--- src/pkg/iox_defines.vh ---
`ifndef IOX_DEFINES_VH
`define IOX_DEFINES_VH
// ----------------------------------------
// Register byte offsets
// ----------------------------------------
`define IOX_OFS_OWN_ADDR  8'h00
`define IOX_OFS_CMD       8'h04
`define IOX_OFS_MODE_G0   8'h08
`define IOX_OFS_MODE_G1   8'h0C
`define IOX_OFS_MODE_G2   8'h10
`define IOX_OFS_MODE_G3   8'h14
`define IOX_OFS_LEVEL     8'h18
`define IOX_OFS_CHG_STAT  8'h1C
`define IOX_OFS_CHG_MASK  8'h20
`define IOX_OFS_SEL       8'h24
`define IOX_OFS_COUNT     8'h28
`define IOX_OFS_PERIOD    8'h2C
`define IOX_OFS_HIGH      8'h30
`define IOX_OFS_CNT_CLR   8'h34
// ----------------------------------------
// Fields and reset values
// ----------------------------------------
`define IOX_TGT_LSB       16
`define IOX_ADDR_RST      4'h0
`define IOX_ADDR_MAX      4'hE
`define IOX_MODE_RST      4'h3
// ----------------------------------------
// Port mode codes
// ----------------------------------------
`define IOX_MODE_LOW      4'h1
`define IOX_MODE_HIGH     4'h2
`define IOX_MODE_SW_DB    4'h3
`define IOX_MODE_DIG_IRQ  4'h4
`define IOX_MODE_SW_IRQ   4'h5
// ----------------------------------------
// Command code classes
// ----------------------------------------
`define IOX_CLS_NONE      2'h0
`define IOX_CLS_RESULT    2'h1
`define IOX_CLS_SOURCE    2'h2
`define IOX_CMD_RES_HI    7'h45
`define IOX_CMD_SRC_LO    7'h46
`define IOX_CMD_SRC_HI    7'h55
`define IOX_CMD_RES_A     7'h5B
`define IOX_CMD_RES_B     7'h5C
`define IOX_CMD_SRC2_LO   7'h5D
`define IOX_CMD_SRC2_HI   7'h62
`define IOX_CMD_RES_C     7'h63
// ----------------------------------------
// Bus answers and timing
// ----------------------------------------
`define IOX_RESP_OKAY     2'h0
`define IOX_RESP_DECERR   2'h3
`define IOX_DB_TIME_NS    3170000
`define IOX_CLK_MHZ       10
`endif

--- src/verilog/iox_port_ctrl.v ---
`default_nettype none
`include "iox_defines.vh"

// How it works
// - Each port set input or output by mode
// - Inputs give level, pulses, period, high time
// - Enabled input changes raise host interrupt
// - Code 1 drives low, code 2 high
// - Code 3 switch input, 3.17 ms debounce
// - Code 4 plain input, interrupt enabled
// - Code 5 switch input, interrupt enabled
// - Command codes split into result, source, none
module iox_port_ctrl #(
  parameter DB_CYC = (`IOX_DB_TIME_NS * `IOX_CLK_MHZ + 999) / 1000,
  parameter DBW    = 15,  // Wide enough for DB_CYC
  parameter CW     = 16,  // Measurement counter width
  parameter AW     = 8    // Register address width
) (
  input  wire          ref_clk,
  input  wire          rst_b,
  input  wire [AW-1:0] s_axi_awaddr,
  input  wire          s_axi_awvalid,
  output wire          s_axi_awready,
  input  wire [31:0]   s_axi_wdata,
  input  wire [3:0]    s_axi_wstrb,
  input  wire          s_axi_wvalid,
  output wire          s_axi_wready,
  output reg  [1:0]    s_axi_bresp,
  output reg           s_axi_bvalid,
  input  wire          s_axi_bready,
  input  wire [AW-1:0] s_axi_araddr,
  input  wire          s_axi_arvalid,
  output wire          s_axi_arready,
  output reg  [31:0]   s_axi_rdata,
  output reg  [1:0]    s_axi_rresp,
  output reg           s_axi_rvalid,
  input  wire          s_axi_rready,
  input  wire [15:0]   port_in,
  output wire [15:0]   port_out,
  output wire [15:0]   port_oe_b,
  output wire          irq
);

  // ----------------------------------------
  // Reset release
  // ----------------------------------------
  reg  [1:0] rst_pipe;     // Two-stage release
  wire       rst_sync_b;   // Released copy for the block

  // Assert at once, release after two edges
  always @(posedge ref_clk or negedge rst_b) begin
    if (!rst_b) begin
      rst_pipe <= 2'h0;
    end else begin
      rst_pipe <= {rst_pipe[0], 1'b1};
    end
  end
  assign rst_sync_b = rst_pipe[1];

  // ----------------------------------------
  // Declarations
  // ----------------------------------------
  reg           aw_held;     // Write address captured
  reg           w_held;      // Write data captured
  reg  [AW-1:0] aw_addr;     // Captured write address
  reg  [31:0]   w_data;      // Captured write data
  reg  [3:0]    w_strb;      // Captured byte enables
  reg  [3:0]    own_addr;    // This module's bus address
  reg  [6:0]    last_cmd;    // Last accepted command code
  reg  [1:0]    cmd_class;   // Class of that command
  reg  [15:0]   chg_stat;    // Sticky change flags
  reg  [15:0]   chg_mask;    // Interrupt enables
  reg  [3:0]    sel;         // Port chosen for readback
  reg  [15:0]   cnt_clr;     // One-cycle count clears
  reg  [31:0]   rd_word;     // Read mux output
  reg           rd_known;    // Read address is mapped
  reg           wr_known;    // Write address is mapped

  wire [63:0]   port_mode;   // Applied code per port
  wire [15:0]   level_all;   // Filtered levels
  wire [15:0]   change_all;  // Accepted level changes
  wire [15:0]   irq_en;      // Port raises interrupts
  wire [15:0]   db_en;       // Port uses the filter
  wire [16*CW-1:0] cnt_all;  // Pulse counts
  wire [16*CW-1:0] per_all;  // Periods
  wire [16*CW-1:0] hi_all;   // High times

  wire wr_go  = aw_held && w_held;
  wire rd_go  = s_axi_arvalid && s_axi_arready;
  // Host selects this module by address
  wire tgt_ok = (w_data[`IOX_TGT_LSB+3:`IOX_TGT_LSB] == own_addr);

  // ----------------------------------------
  // Command classification
  // ----------------------------------------
  function [1:0] class_of;
    input [6:0] code;
    begin
      if ((code != 7'h00 && code <= `IOX_CMD_RES_HI) ||
          code == `IOX_CMD_RES_A || code == `IOX_CMD_RES_B ||
          code == `IOX_CMD_RES_C) begin
        class_of = `IOX_CLS_RESULT;
      end else if ((code >= `IOX_CMD_SRC_LO &&
                    code <= `IOX_CMD_SRC_HI) ||
                   (code >= `IOX_CMD_SRC2_LO &&
                    code <= `IOX_CMD_SRC2_HI)) begin
        class_of = `IOX_CLS_SOURCE;
      end else begin
        class_of = `IOX_CLS_NONE;
      end
    end
  endfunction

  // ----------------------------------------
  // AXI4-Lite write channel
  // ----------------------------------------
  // One write at a time; no new beat while a response waits
  assign s_axi_awready = !aw_held && !s_axi_bvalid;
  assign s_axi_wready  = !w_held && !s_axi_bvalid;

  // Address map check for writes
  always @* begin
    case (aw_addr)
      `IOX_OFS_OWN_ADDR, `IOX_OFS_CMD,
      `IOX_OFS_MODE_G0, `IOX_OFS_MODE_G1,
      `IOX_OFS_MODE_G2, `IOX_OFS_MODE_G3,
      `IOX_OFS_LEVEL, `IOX_OFS_CHG_STAT,
      `IOX_OFS_CHG_MASK, `IOX_OFS_SEL,
      `IOX_OFS_COUNT, `IOX_OFS_PERIOD,
      `IOX_OFS_HIGH, `IOX_OFS_CNT_CLR: wr_known = 1'b1;
      default: wr_known = 1'b0;
    endcase
  end

  // Capture address and data in either order
  always @(posedge ref_clk or negedge rst_sync_b) begin
    if (!rst_sync_b) begin
      aw_held      <= 1'b0;
      w_held       <= 1'b0;
      aw_addr      <= {AW{1'b0}};
      w_data       <= 32'h0000_0000;
      w_strb       <= 4'h0;
      s_axi_bvalid <= 1'b0;
      s_axi_bresp  <= `IOX_RESP_OKAY;
    end else begin
      if (s_axi_awvalid && s_axi_awready) begin
        aw_held <= 1'b1;
        aw_addr <= s_axi_awaddr;
      end else if (wr_go) begin
        aw_held <= 1'b0;
      end
      if (s_axi_wvalid && s_axi_wready) begin
        w_held <= 1'b1;
        w_data <= s_axi_wdata;
        w_strb <= s_axi_wstrb;
      end else if (wr_go) begin
        w_held <= 1'b0;
      end
      // Response follows both halves
      if (wr_go) begin
        s_axi_bvalid <= 1'b1;
        s_axi_bresp  <= wr_known ? `IOX_RESP_OKAY : `IOX_RESP_DECERR;
      end else if (s_axi_bready) begin
        s_axi_bvalid <= 1'b0;
      end
    end
  end

  // ----------------------------------------
  // Control registers
  // ----------------------------------------
  // Read-only offsets take writes silently
  always @(posedge ref_clk or negedge rst_sync_b) begin
    if (!rst_sync_b) begin
      own_addr  <= `IOX_ADDR_RST;
      last_cmd  <= 7'h00;
      cmd_class <= `IOX_CLS_NONE;
      chg_mask  <= 16'h0000;
      sel       <= 4'h0;
      cnt_clr   <= 16'h0000;
    end else begin
      cnt_clr <= 16'h0000;
      if (wr_go) begin
        case (aw_addr)
          `IOX_OFS_OWN_ADDR: begin
            // Addresses above 14 are not legal; keep old one
            if (w_strb[0] && w_data[3:0] <= `IOX_ADDR_MAX) begin
              own_addr <= w_data[3:0];
            end
          end
          `IOX_OFS_CMD: begin
            if (tgt_ok && w_strb[0]) begin
              last_cmd  <= w_data[6:0];
              cmd_class <= class_of(w_data[6:0]);
            end
          end
          `IOX_OFS_CHG_MASK: begin
            if (w_strb[0]) begin
              chg_mask[7:0] <= w_data[7:0];
            end
            if (w_strb[1]) begin
              chg_mask[15:8] <= w_data[15:8];
            end
          end
          `IOX_OFS_SEL: begin
            if (w_strb[0]) begin
              sel <= w_data[3:0];
            end
          end
          `IOX_OFS_CNT_CLR: begin
            cnt_clr <= {w_strb[1] ? w_data[15:8] : 8'h00,
                        w_strb[0] ? w_data[7:0]  : 8'h00};
          end
          default: begin
            // Other offsets handled elsewhere
          end
        endcase
      end
    end
  end

  // ----------------------------------------
  // Per-port mode and input channel
  // ----------------------------------------
  genvar p;
  generate
    for (p = 0; p < 16; p = p + 1) begin : g_port
      reg  [3:0] mode;      // Applied code
      reg        drv_hi;    // Output level
      reg        drv_off;   // Pin released
      reg  [3:0] next_mode;
      // Group g covers ports 4g..4g+3
      wire grp_wr = wr_go && tgt_ok && w_strb[2] &&
                    w_strb[(p % 4) / 2] &&
                    aw_addr == `IOX_OFS_MODE_G0 + 8'h04 * (p / 4);
      wire [3:0] code = w_data[4*(p%4) +: 4];

      // Only codes 1 to 5 change the port
      always @* begin
        next_mode = mode;
        if (grp_wr) begin  // Foreign address never gets here
          case (code)
            `IOX_MODE_LOW, `IOX_MODE_HIGH, `IOX_MODE_SW_DB,
            `IOX_MODE_DIG_IRQ, `IOX_MODE_SW_IRQ: next_mode = code;
            default: next_mode = mode;  // 0 and 6-15
          endcase
        end
      end

      // Mode and pin drive update together
      always @(posedge ref_clk or negedge rst_sync_b) begin
        if (!rst_sync_b) begin
          mode    <= `IOX_MODE_RST;
          drv_hi  <= 1'b0;
          drv_off <= 1'b1;
        end else begin
          mode    <= next_mode;
          drv_hi  <= (next_mode == `IOX_MODE_HIGH);
          drv_off <= !(next_mode == `IOX_MODE_LOW ||
                       next_mode == `IOX_MODE_HIGH);
        end
      end

      assign port_mode[4*p +: 4] = mode;
      assign port_out[p]         = drv_hi;
      assign port_oe_b[p]        = drv_off;
      // Switch closure modes filter
      assign db_en[p]  = (mode == `IOX_MODE_SW_DB) ||
                         (mode == `IOX_MODE_SW_IRQ);
      // Interrupting modes
      assign irq_en[p] = (mode == `IOX_MODE_DIG_IRQ) ||
                         (mode == `IOX_MODE_SW_IRQ);

      iox_chan #(
        .DB_CYC (DB_CYC),
        .DBW    (DBW),
        .CW     (CW)
      ) u_chan (
        .clk       (ref_clk),
        .rst_n     (rst_sync_b),
        .pin       (port_in[p]),
        .db_en     (db_en[p]),
        .cnt_clr   (cnt_clr[p]),
        .level     (level_all[p]),
        .change    (change_all[p]),
        .count     (cnt_all[CW*p +: CW]),
        .period    (per_all[CW*p +: CW]),
        .high_time (hi_all[CW*p +: CW])
      );
    end
  endgenerate

  // ----------------------------------------
  // Change flags and interrupt
  // ----------------------------------------
  // Read of the status clears it; a new change in
  // the same cycle survives the clear
  always @(posedge ref_clk or negedge rst_sync_b) begin
    if (!rst_sync_b) begin
      chg_stat <= 16'h0000;
    end else begin
      chg_stat <= ((rd_go && s_axi_araddr == `IOX_OFS_CHG_STAT) ?
                   16'h0000 : chg_stat) |
                  (change_all & irq_en);
    end
  end

  // Level output while any unmasked flag stands
  assign irq = |(chg_stat & chg_mask);

  // ----------------------------------------
  // AXI4-Lite read channel
  // ----------------------------------------
  assign s_axi_arready = !s_axi_rvalid;

  // Read mux; selected port picked by index
  always @* begin
    rd_word  = 32'h0000_0000;
    rd_known = 1'b1;
    case (s_axi_araddr)
      `IOX_OFS_OWN_ADDR: rd_word[3:0] = own_addr;
      `IOX_OFS_CMD: begin
        rd_word[6:0] = last_cmd;
        rd_word[9:8] = cmd_class;
      end
      `IOX_OFS_MODE_G0: rd_word[15:0] = port_mode[15:0];
      `IOX_OFS_MODE_G1: rd_word[15:0] = port_mode[31:16];
      `IOX_OFS_MODE_G2: rd_word[15:0] = port_mode[47:32];
      `IOX_OFS_MODE_G3: rd_word[15:0] = port_mode[63:48];
      `IOX_OFS_LEVEL:    rd_word[15:0] = level_all;
      `IOX_OFS_CHG_STAT: rd_word[15:0] = chg_stat;
      `IOX_OFS_CHG_MASK: rd_word[15:0] = chg_mask;
      `IOX_OFS_SEL:      rd_word[3:0]  = sel;
      `IOX_OFS_COUNT:    rd_word[CW-1:0] = cnt_all[CW*sel +: CW];
      `IOX_OFS_PERIOD:   rd_word[CW-1:0] = per_all[CW*sel +: CW];
      `IOX_OFS_HIGH:     rd_word[CW-1:0] = hi_all[CW*sel +: CW];
      `IOX_OFS_CNT_CLR:  rd_word = 32'h0000_0000;
      default: rd_known = 1'b0;  // Unmapped reads zero
    endcase
  end

  // Data registered one edge after the address
  always @(posedge ref_clk or negedge rst_sync_b) begin
    if (!rst_sync_b) begin
      s_axi_rvalid <= 1'b0;
      s_axi_rdata  <= 32'h0000_0000;
      s_axi_rresp  <= `IOX_RESP_OKAY;
    end else begin
      if (rd_go) begin
        s_axi_rvalid <= 1'b1;
        s_axi_rdata  <= rd_word;
        s_axi_rresp  <= rd_known ? `IOX_RESP_OKAY : `IOX_RESP_DECERR;
      end else if (s_axi_rready) begin
        s_axi_rvalid <= 1'b0;
      end
    end
  end

endmodule // iox_port_ctrl
`default_nettype wire

--- src/verilog/iox_chan.v ---
`default_nettype none
`include "iox_defines.vh"

// ----------------------------------------
// One port's input conditioning
// ----------------------------------------
module iox_chan #(
  parameter DB_CYC = 31700,  // Debounce length in cycles
  parameter DBW    = 15,     // Debounce counter width
  parameter CW     = 16      // Measurement counter width
) (
  input  wire          clk,
  input  wire          rst_n,
  input  wire          pin,
  input  wire          db_en,
  input  wire          cnt_clr,
  output reg           level,
  output reg           change,
  output reg  [CW-1:0] count,
  output reg  [CW-1:0] period,
  output reg  [CW-1:0] high_time
);

  localparam integer   DB_LAST_I = DB_CYC - 1;  // Full-width last count
  localparam [DBW-1:0] DB_LAST   = DB_LAST_I[DBW-1:0];
  localparam [CW-1:0]  CMAX    = {CW{1'b1}};

  reg  [DBW-1:0] db_cnt;     // Cycles the pin has differed
  reg  [CW-1:0]  per_acc;    // Cycles since last rising edge
  reg  [CW-1:0]  hi_acc;     // High cycles since last rise
  reg            seen_rise;  // A first rise has been seen

  // Pin differs from the accepted level
  wire differ = (pin != level);
  // Debounced ports wait the full filter time
  wire accept = differ && (!db_en || db_cnt == DB_LAST);
  wire rise   = accept && !level;

  // ----------------------------------------
  // Filter, counter and period capture
  // ----------------------------------------
  always @(posedge clk or negedge rst_n) begin
    if (!rst_n) begin
      level     <= 1'b0;
      change    <= 1'b0;
      db_cnt    <= {DBW{1'b0}};
      count     <= {CW{1'b0}};
      per_acc   <= {CW{1'b0}};
      hi_acc    <= {CW{1'b0}};
      period    <= {CW{1'b0}};
      high_time <= {CW{1'b0}};
      seen_rise <= 1'b0;
    end else begin
      change <= accept;  // Level and change step together
      // A bounce back restarts the filter
      if (!differ || accept) begin
        db_cnt <= {DBW{1'b0}};
      end else begin
        db_cnt <= db_cnt + 1'b1;
      end
      if (accept) begin
        level <= pin;  // Present logic level
      end
      // Pulse count saturates; clear wins over a rise
      if (cnt_clr) begin
        count <= {CW{1'b0}};
      end else if (rise && count != CMAX) begin
        count <= count + 1'b1;
      end
      // Period and high time close on each rise after the first
      if (rise) begin
        per_acc   <= {CW{1'b0}};
        hi_acc    <= {CW{1'b0}};
        seen_rise <= 1'b1;
        if (seen_rise) begin
          period    <= (per_acc == CMAX) ? CMAX : per_acc + 1'b1;
          high_time <= hi_acc;  // Duty cycle numerator
        end
      end else begin
        if (per_acc != CMAX) begin
          per_acc <= per_acc + 1'b1;
        end
        if (level && hi_acc != CMAX) begin
          hi_acc <= hi_acc + 1'b1;
        end
      end
    end
  end

endmodule // iox_chan
`default_nettype wire

--- config.mk ---
export PLATFORM = sky130hd
export DESIGN_NAME = iox_port_ctrl
export DESIGN_NICKNAME = d
export VERILOG_FILES = /design/src/verilog/iox_port_ctrl.v /design/src/verilog/iox_chan.v
export VERILOG_INCLUDE_DIRS = /design/src /design/src/pkg
export SDC_FILE = /design/constraint.sdc
export NUM_CORES = 2
export LEC_CHECK = 0
export ABC_AREA = 1
export BUFFER_PORTS_ARGS = -buffer_cell sky130_fd_sc_hd__buf_2
export CORE_ASPECT_RATIO = 1.75
export CORE_MARGIN = 5
export CORE_UTILIZATION = 60
export DETAILED_ROUTE_END_ITERATION = 7
export GPL_TIMING_DRIVEN = 0
export PLACE_DENSITY = 0.87
export SYNTH_ARGS = -nofsm -noshare
export SYNTH_HDL_FRONTEND = slang
export SYNTH_SLANG_ARGS = --single-unit
--- constraint.sdc ---
create_clock -name ref_clk -period 122.3 [get_ports ref_clk]
set_input_delay 12.23 -clock ref_clk [delete_from_list [all_inputs] [get_ports ref_clk]]
set_output_delay 12.23 -clock ref_clk [all_outputs]
set_load 0.03 [all_outputs]
; ---- Yosys cells after proc, flatten, opt, wreduce, memory -nomap -nowiden
; Memories as Yosys holds them, arrays and structs flattened.
; Cells that the tools add are included.
[op_classes]
n_eq_ne = 221
shifts = 3
order_cmp = 6
reduce_logical = 323
addsub = 64
bitwise = 3
mux = 183
[op_table]
columns = cell, count
row1 = $mux W16, 115
row2 = $add A16 B1 Y16 const B, 48
row3 = $ne A16 B16 Y1 const B, 48
row4 = $shiftx A256 B9 Y16, 3
row5 = $eq A16 B16 Y1 const B, 16
row6 = $add A15 B1 Y15 const B, 16
row7 = $eq A15 B15 Y1 const B, 16
row8 = $mux W15, 16
row9 = $eq A4 B2 Y1 const B, 40
row10 = $eq A4 B3 Y1 const B, 40
row11 = $mux W4, 32
row12 = $reduce_bool A2 Y1, 52
row13 = $logic_and A1 B1 Y1, 88
row14 = $logic_or A1 B1 Y1, 84
row15 = $eq A4 B1 Y1 const B, 20
row16 = $eq A8 B6 Y1 const B, 9
row17 = $logic_not A1 Y1, 68
row18 = $pmux W6 S10, 1
row19 = $pmux W4 S13, 1
row20 = $eq A8 B5 Y1 const B, 6
row21 = $pmux W3 S11, 1
row22 = $and A16 B16 Y16, 2
row23 = $eq A8 B4 Y1 const B, 4
row24 = $reduce_and A2 Y1, 16
row25 = other kinds (20), 61
[totals]
mem_count = 1
register_bits = 1786
output_inout_bits = 74
inputBits = 75
elab_cells = 1015
mem_bits_ro = 64
[mem_list]
columns = memory, words, word_bits, read_ports, rd_clocked_by_memory_dff, write_ports, line_no
row1 = (no name shown), 64, 1, 1, 0, 0, iox_port_ctrl.v:123  ; case (aw_addr)

; ---- Longest topological paths before layout
[depth]
ltp_word = 9
depth_mapped = 16
depth_no_buf = 13

; ---- Modules after synthesis
; Synthesis repeated with hierarchy kept, for this count alone.
[hier_totals]
hier_cells = 14599
area_unflattened_um2 = 104087.3
[modules_own_cells]
columns = mod, instances, cells_per_inst, area_each_um2
row1 = iox_chan, 16, 686, 5228.8
row2 = iox_port_ctrl, 1, 3623, 20427.1

; ---- Worst setup path before layout
; OpenSTA, ideal clock, no wires.
[synth_timing]
kind = input-to-reg
start = input s_axi_araddr[4]
end = register s_axi_rdata[14]
slack_ps = 108790
required_ps = 122234
path_stages = 12
arrival_ps = 13444
n_path_buf = 1
cell_sequence = inv_1 > nand2_1 > nor2_1 > nand2_1 > nor2_2 > buf_4 > nand2_1 > nand2_1 > inv_1 > nand2_1 > nand2_1 > nand2_1
[synth_via]
elab_chain_cells = 2
elab_cells_between_ends = 11
classes_between = eq/ne (10) / mux (1)
[synth_rtl]
columns = element, line_no
row1 = "start, declared", iox_port_ctrl.v:31  ; input wire [AW-1:0] s_axi_araddr,
row2 = $eq A8 B6 Y1 (tied with other cells), iox_port_ctrl.v:320  ; case (s_axi_araddr)
row3 = $pmux W6 S10 *, iox_port_ctrl.v:320
row4 = "end signal, assigned", iox_port_ctrl.v:351  ; s_axi_rdata <= rd_word;
row5 = "end, declared", iox_port_ctrl.v:34  ; output reg [31:0] s_axi_rdata,
; Mark *: on every way between the ends. The rest lies on a longest branch, timed or not.
; A chain may end at the register's enable or synchronous reset.

; ---- Final worst setup path
[layout_timing]
start = register chg_stat[7]
end = output irq
[layout_via]
elab_chain_cells = 2
[layout_rtl]
columns = element, line_no
row1 = "start, declared", iox_port_ctrl.v:71  ; reg [15:0] chg_stat;
row2 = "start signal, assigned", iox_port_ctrl.v:302  ; chg_stat <= ((rd_go && s_axi_araddr == `IOX_OFS_CHG_STAT) ?
row3 = $and A16 B16 Y16, iox_port_ctrl.v:309  ; assign irq = |(chg_stat & chg_mask);
row4 = $reduce_or A16 Y1, iox_port_ctrl.v:309
row5 = "end, declared", iox_port_ctrl.v:41  ; output wire irq
; Every way passes these cells.

==> impl_metrics.toml <==
[logic_synthesis]
synth_edf_count = 0
synth.distinct_cells = 61
synthCells = 12800
synth-seq-area-share_pct = 47.1
yosys.area.top_type = "dfrtp_1"
async_flop_share_pct = 100
yosys_warnings = 0
ys.flop_type = "dfrtp_1"
syn_area_um2 = 95000
netlist.area_leader.share_pct = 45.7
syn_avg_cell_area_um2 = 7.39
synth_seq_cells = 1784
synth.area.top_cells = "dfrtp_1, nand2_1, nand3_1"

[sta]
worst_pin_slew_ns = 1.69
rsz0062_at_grt = "false"
period_needed_ns = 14.94
final.setup.tns_ns = 0
finalHoldViolations = 0
timing.fmax_mhz = 66.9
drv_slew = 55
setup_viol_count_final = 0
slew_headroom_pct = -12.6
finalCritPeriodShare_pct = 12.2
fin_skew_ns = 0.0502

[cts]
cts.sinks = 1784
cts-root-buf = "clkbuf_16"
cts_tree = "built"
cts_made_buffers = 169
postCtsHoldBufs = 0
insertion_delay_ns = 0.90
cts_setup_buffers = 0
clock_path_buffers = 4
clk_pin_slew_ns = 0.06
h-tree-depth = 4
ctsResizeCount = 0

[route]
routedWlPerCell_um = 27.5
remaining_drc_errors = 25
ant_nets = 0
vias_per_cell = 6.22
dr.pass1.iters = 8
first_iter_violations = 11500
wirelength_mm = 423
vias = 95700

[critical_path]
cp-start-kind = "flip-flop"
worstPathArrival_ns = 2.72
ff2ff_setup_slack_ns = 117.87
cp-end-kind = "output port"
critPathMaxFanout = 3
crit_type = "flip-flop to output port"
crit_required_ns = 110.07

[run_status]
status = "complete, but fails checks"
violations = "DRC, capacitance limit, slew limit"

[floorplan]
initial_core_util_pct = 60.2
dieArea_um2 = 167000
pin_count = 149
rows = 193
core_um2 = 158000
dieWidth_um = 311
fp.dieH_um = 536

[global_routing]
antenna_found_initial = 43
grt_max_degree = 75
grt_pass1_vias = 93900
grtUsageTotal_pct = 49.8
overflow = 0
grt_pass1_wl_mm = 607

[finish]
nNetsFinal = 13300
final_cell_area_um2 = 105000
fill_cells = 13100
drive_above_1_share_pct = 6.56
finalNonFillerCells = 15400
synthToLayoutAreaGrowth_pct = 10.2

[place]
gp_congestion = 1.21
place_area_um2 = 99000
dp_hpwl_mm = 320
dp_cells = 15100
port-buffer-count = 119

[worst_hold_path]
min_path_type = "flip-flop to flip-flop"

[power_and_ir_drop]
p_per_area_nw_per_um2 = 14.8
peakVddDrop_mv = 0.0145
leakagePower_nw = 50.4

[job]
cap_violations = 5
==> layout by cell type (no fill, tap or decap), drive strengths merged, types with 257 or more instances in the layout <==
master  instances
nor2         1370
buf           406
a21oi         310
dfrtp        1736
nor3          335
nand3        1340
nand2        3921
xor2          322
clkbuf        466
nand4         257
o21ai        1018
inv          1234
==> worst max-delay path, cell delays in order, from the launching register on <==
cell	delay (ns)
dfrtp_1	0.36
inv_1	0.37
o21ai_0	0.20
a221oi_1	0.45
nand3_1	0.22
buf_2	0.24
==> sequential cells by signal, summed over array words and instances, names as in the netlist, 3 cells and up <==
signal,flops
g_port.u_chan.db_cnt,240
g_port.drv_hi,16
s_axi_rdata,16
sel,4
w_data,20
g_port.u_chan.change,16
g_port.u_chan.per_acc,256
g_port.drv_off,16
chg_mask,16
g_port.u_chan.period,256
g_port.u_chan.hi_acc,256
last_cmd,7
g_port.u_chan.level,16
w_strb,3
own_addr,4
g_port.u_chan.count,256
g_port.u_chan.high_time,256
chg_stat,16
cnt_clr,16
aw_addr,8
g_port.u_chan.seen_rise,16
g_port.mode,64
==> through the flow <==
step	utilization, %	power, mW	hold slack (ns)	worst slack [ns]
final	66.4	1.55	0.357	107.36
after global routing	66.3	1.59	0.383	107.27
after CTS	66.3	1.53	0.362	107.51
after detailed placement	62.8	0.983	0.336	107.54
after global placement	62.3	0.976	0.344	49.90
after floorplan	-	0.855	0.331	68.97
==> path summary, 6_finish.rpt <==
| check | from | to | cells past startpoint |
|---|---|---|---|
| max | chg_stat[7] | irq | 5 |
| min reg2reg | rst_pipe[0] | rst_pipe[1] | 0 |
| min in group asynchronous | rst_pipe[1] | g_port[1].u_chan.db_cnt[10] | 0 |
| max reg2reg | sel[1] | s_axi_rdata[3] | 12 |
| max in group asynchronous | rst_b | rst_pipe[1] | 1 |
| min | rst_pipe[0] | rst_pipe[1] | 0 |
==> cell families (layout without fill, tap and decap cells) <==
| family | Yosys count | count (layout) | synth area share [%] |
|---|---|---|---|
| AO/OA/AOI/OAI | 1454 | 1454 | 8.04 |
| XOR/XNOR | 390 | 390 | 3.60 |
| adder cells (fa/ha/maj) | 64 | 64 | 0.843 |
| buffers and inverters | 1745 | 2194 | 7.41 |
| flip-flops | 1784 | 1784 | 47.1 |
| multiplexers | 7 | 7 | 0.0830 |
| other | 2 | 55 | 0.00791 |
| AND/OR/NAND/NOR | 7401 | 7401 | 32.9 |
==> layer usage <==
layer / routed length (um) / vias up / GRT usage [%]
li1: - / 42000 / -
met1: 131000 / 45400 / 50.3
met2: 191000 / 6046 / 79.5
met3: 39500 / 2275 / 13.4
met4: 60400 / 16 / 54.4
met5: 106 / - / 0.114
==> cell usage after synthesis, drive strengths merged (33+ instances only) <==
cell type / number
dfstp: 48
xor2: 322
nand3: 1340
or2: 72
dfrtp: 1736
a21oi: 310
nor3: 335
xnor2: 68
o21ai: 1018
nor4: 47
inv: 1231
nor3b: 33
ha: 64
nand4: 257
nand2: 3921
nor2: 1370
clkbuf: 235
buf: 260
==> power by group <==
part           internal [mW]  switching (mW)
Sequential             0.638          0.0590
Combinational         0.0748           0.224
Clock                  0.310           0.244
Total                   1.02           0.527
==> layout make-up <==
cell class	instances	area (um2)	share of cell area (%)
Buffer	495	2350	2.24
Clock buffer	229	4790	4.58
Sequential cell	1784	44700	42.7
Multi-Input combinational cell	9333	43300	41.4
Inverter	1250	4700	4.49
Tap cell	2047	2560	2.45
Timing Repair Buffer	148	1370	1.31
Clock inverter	72	835	0.797
Antenna cell	38	95.1	0.0908
(Power assumes the default switching activity.)
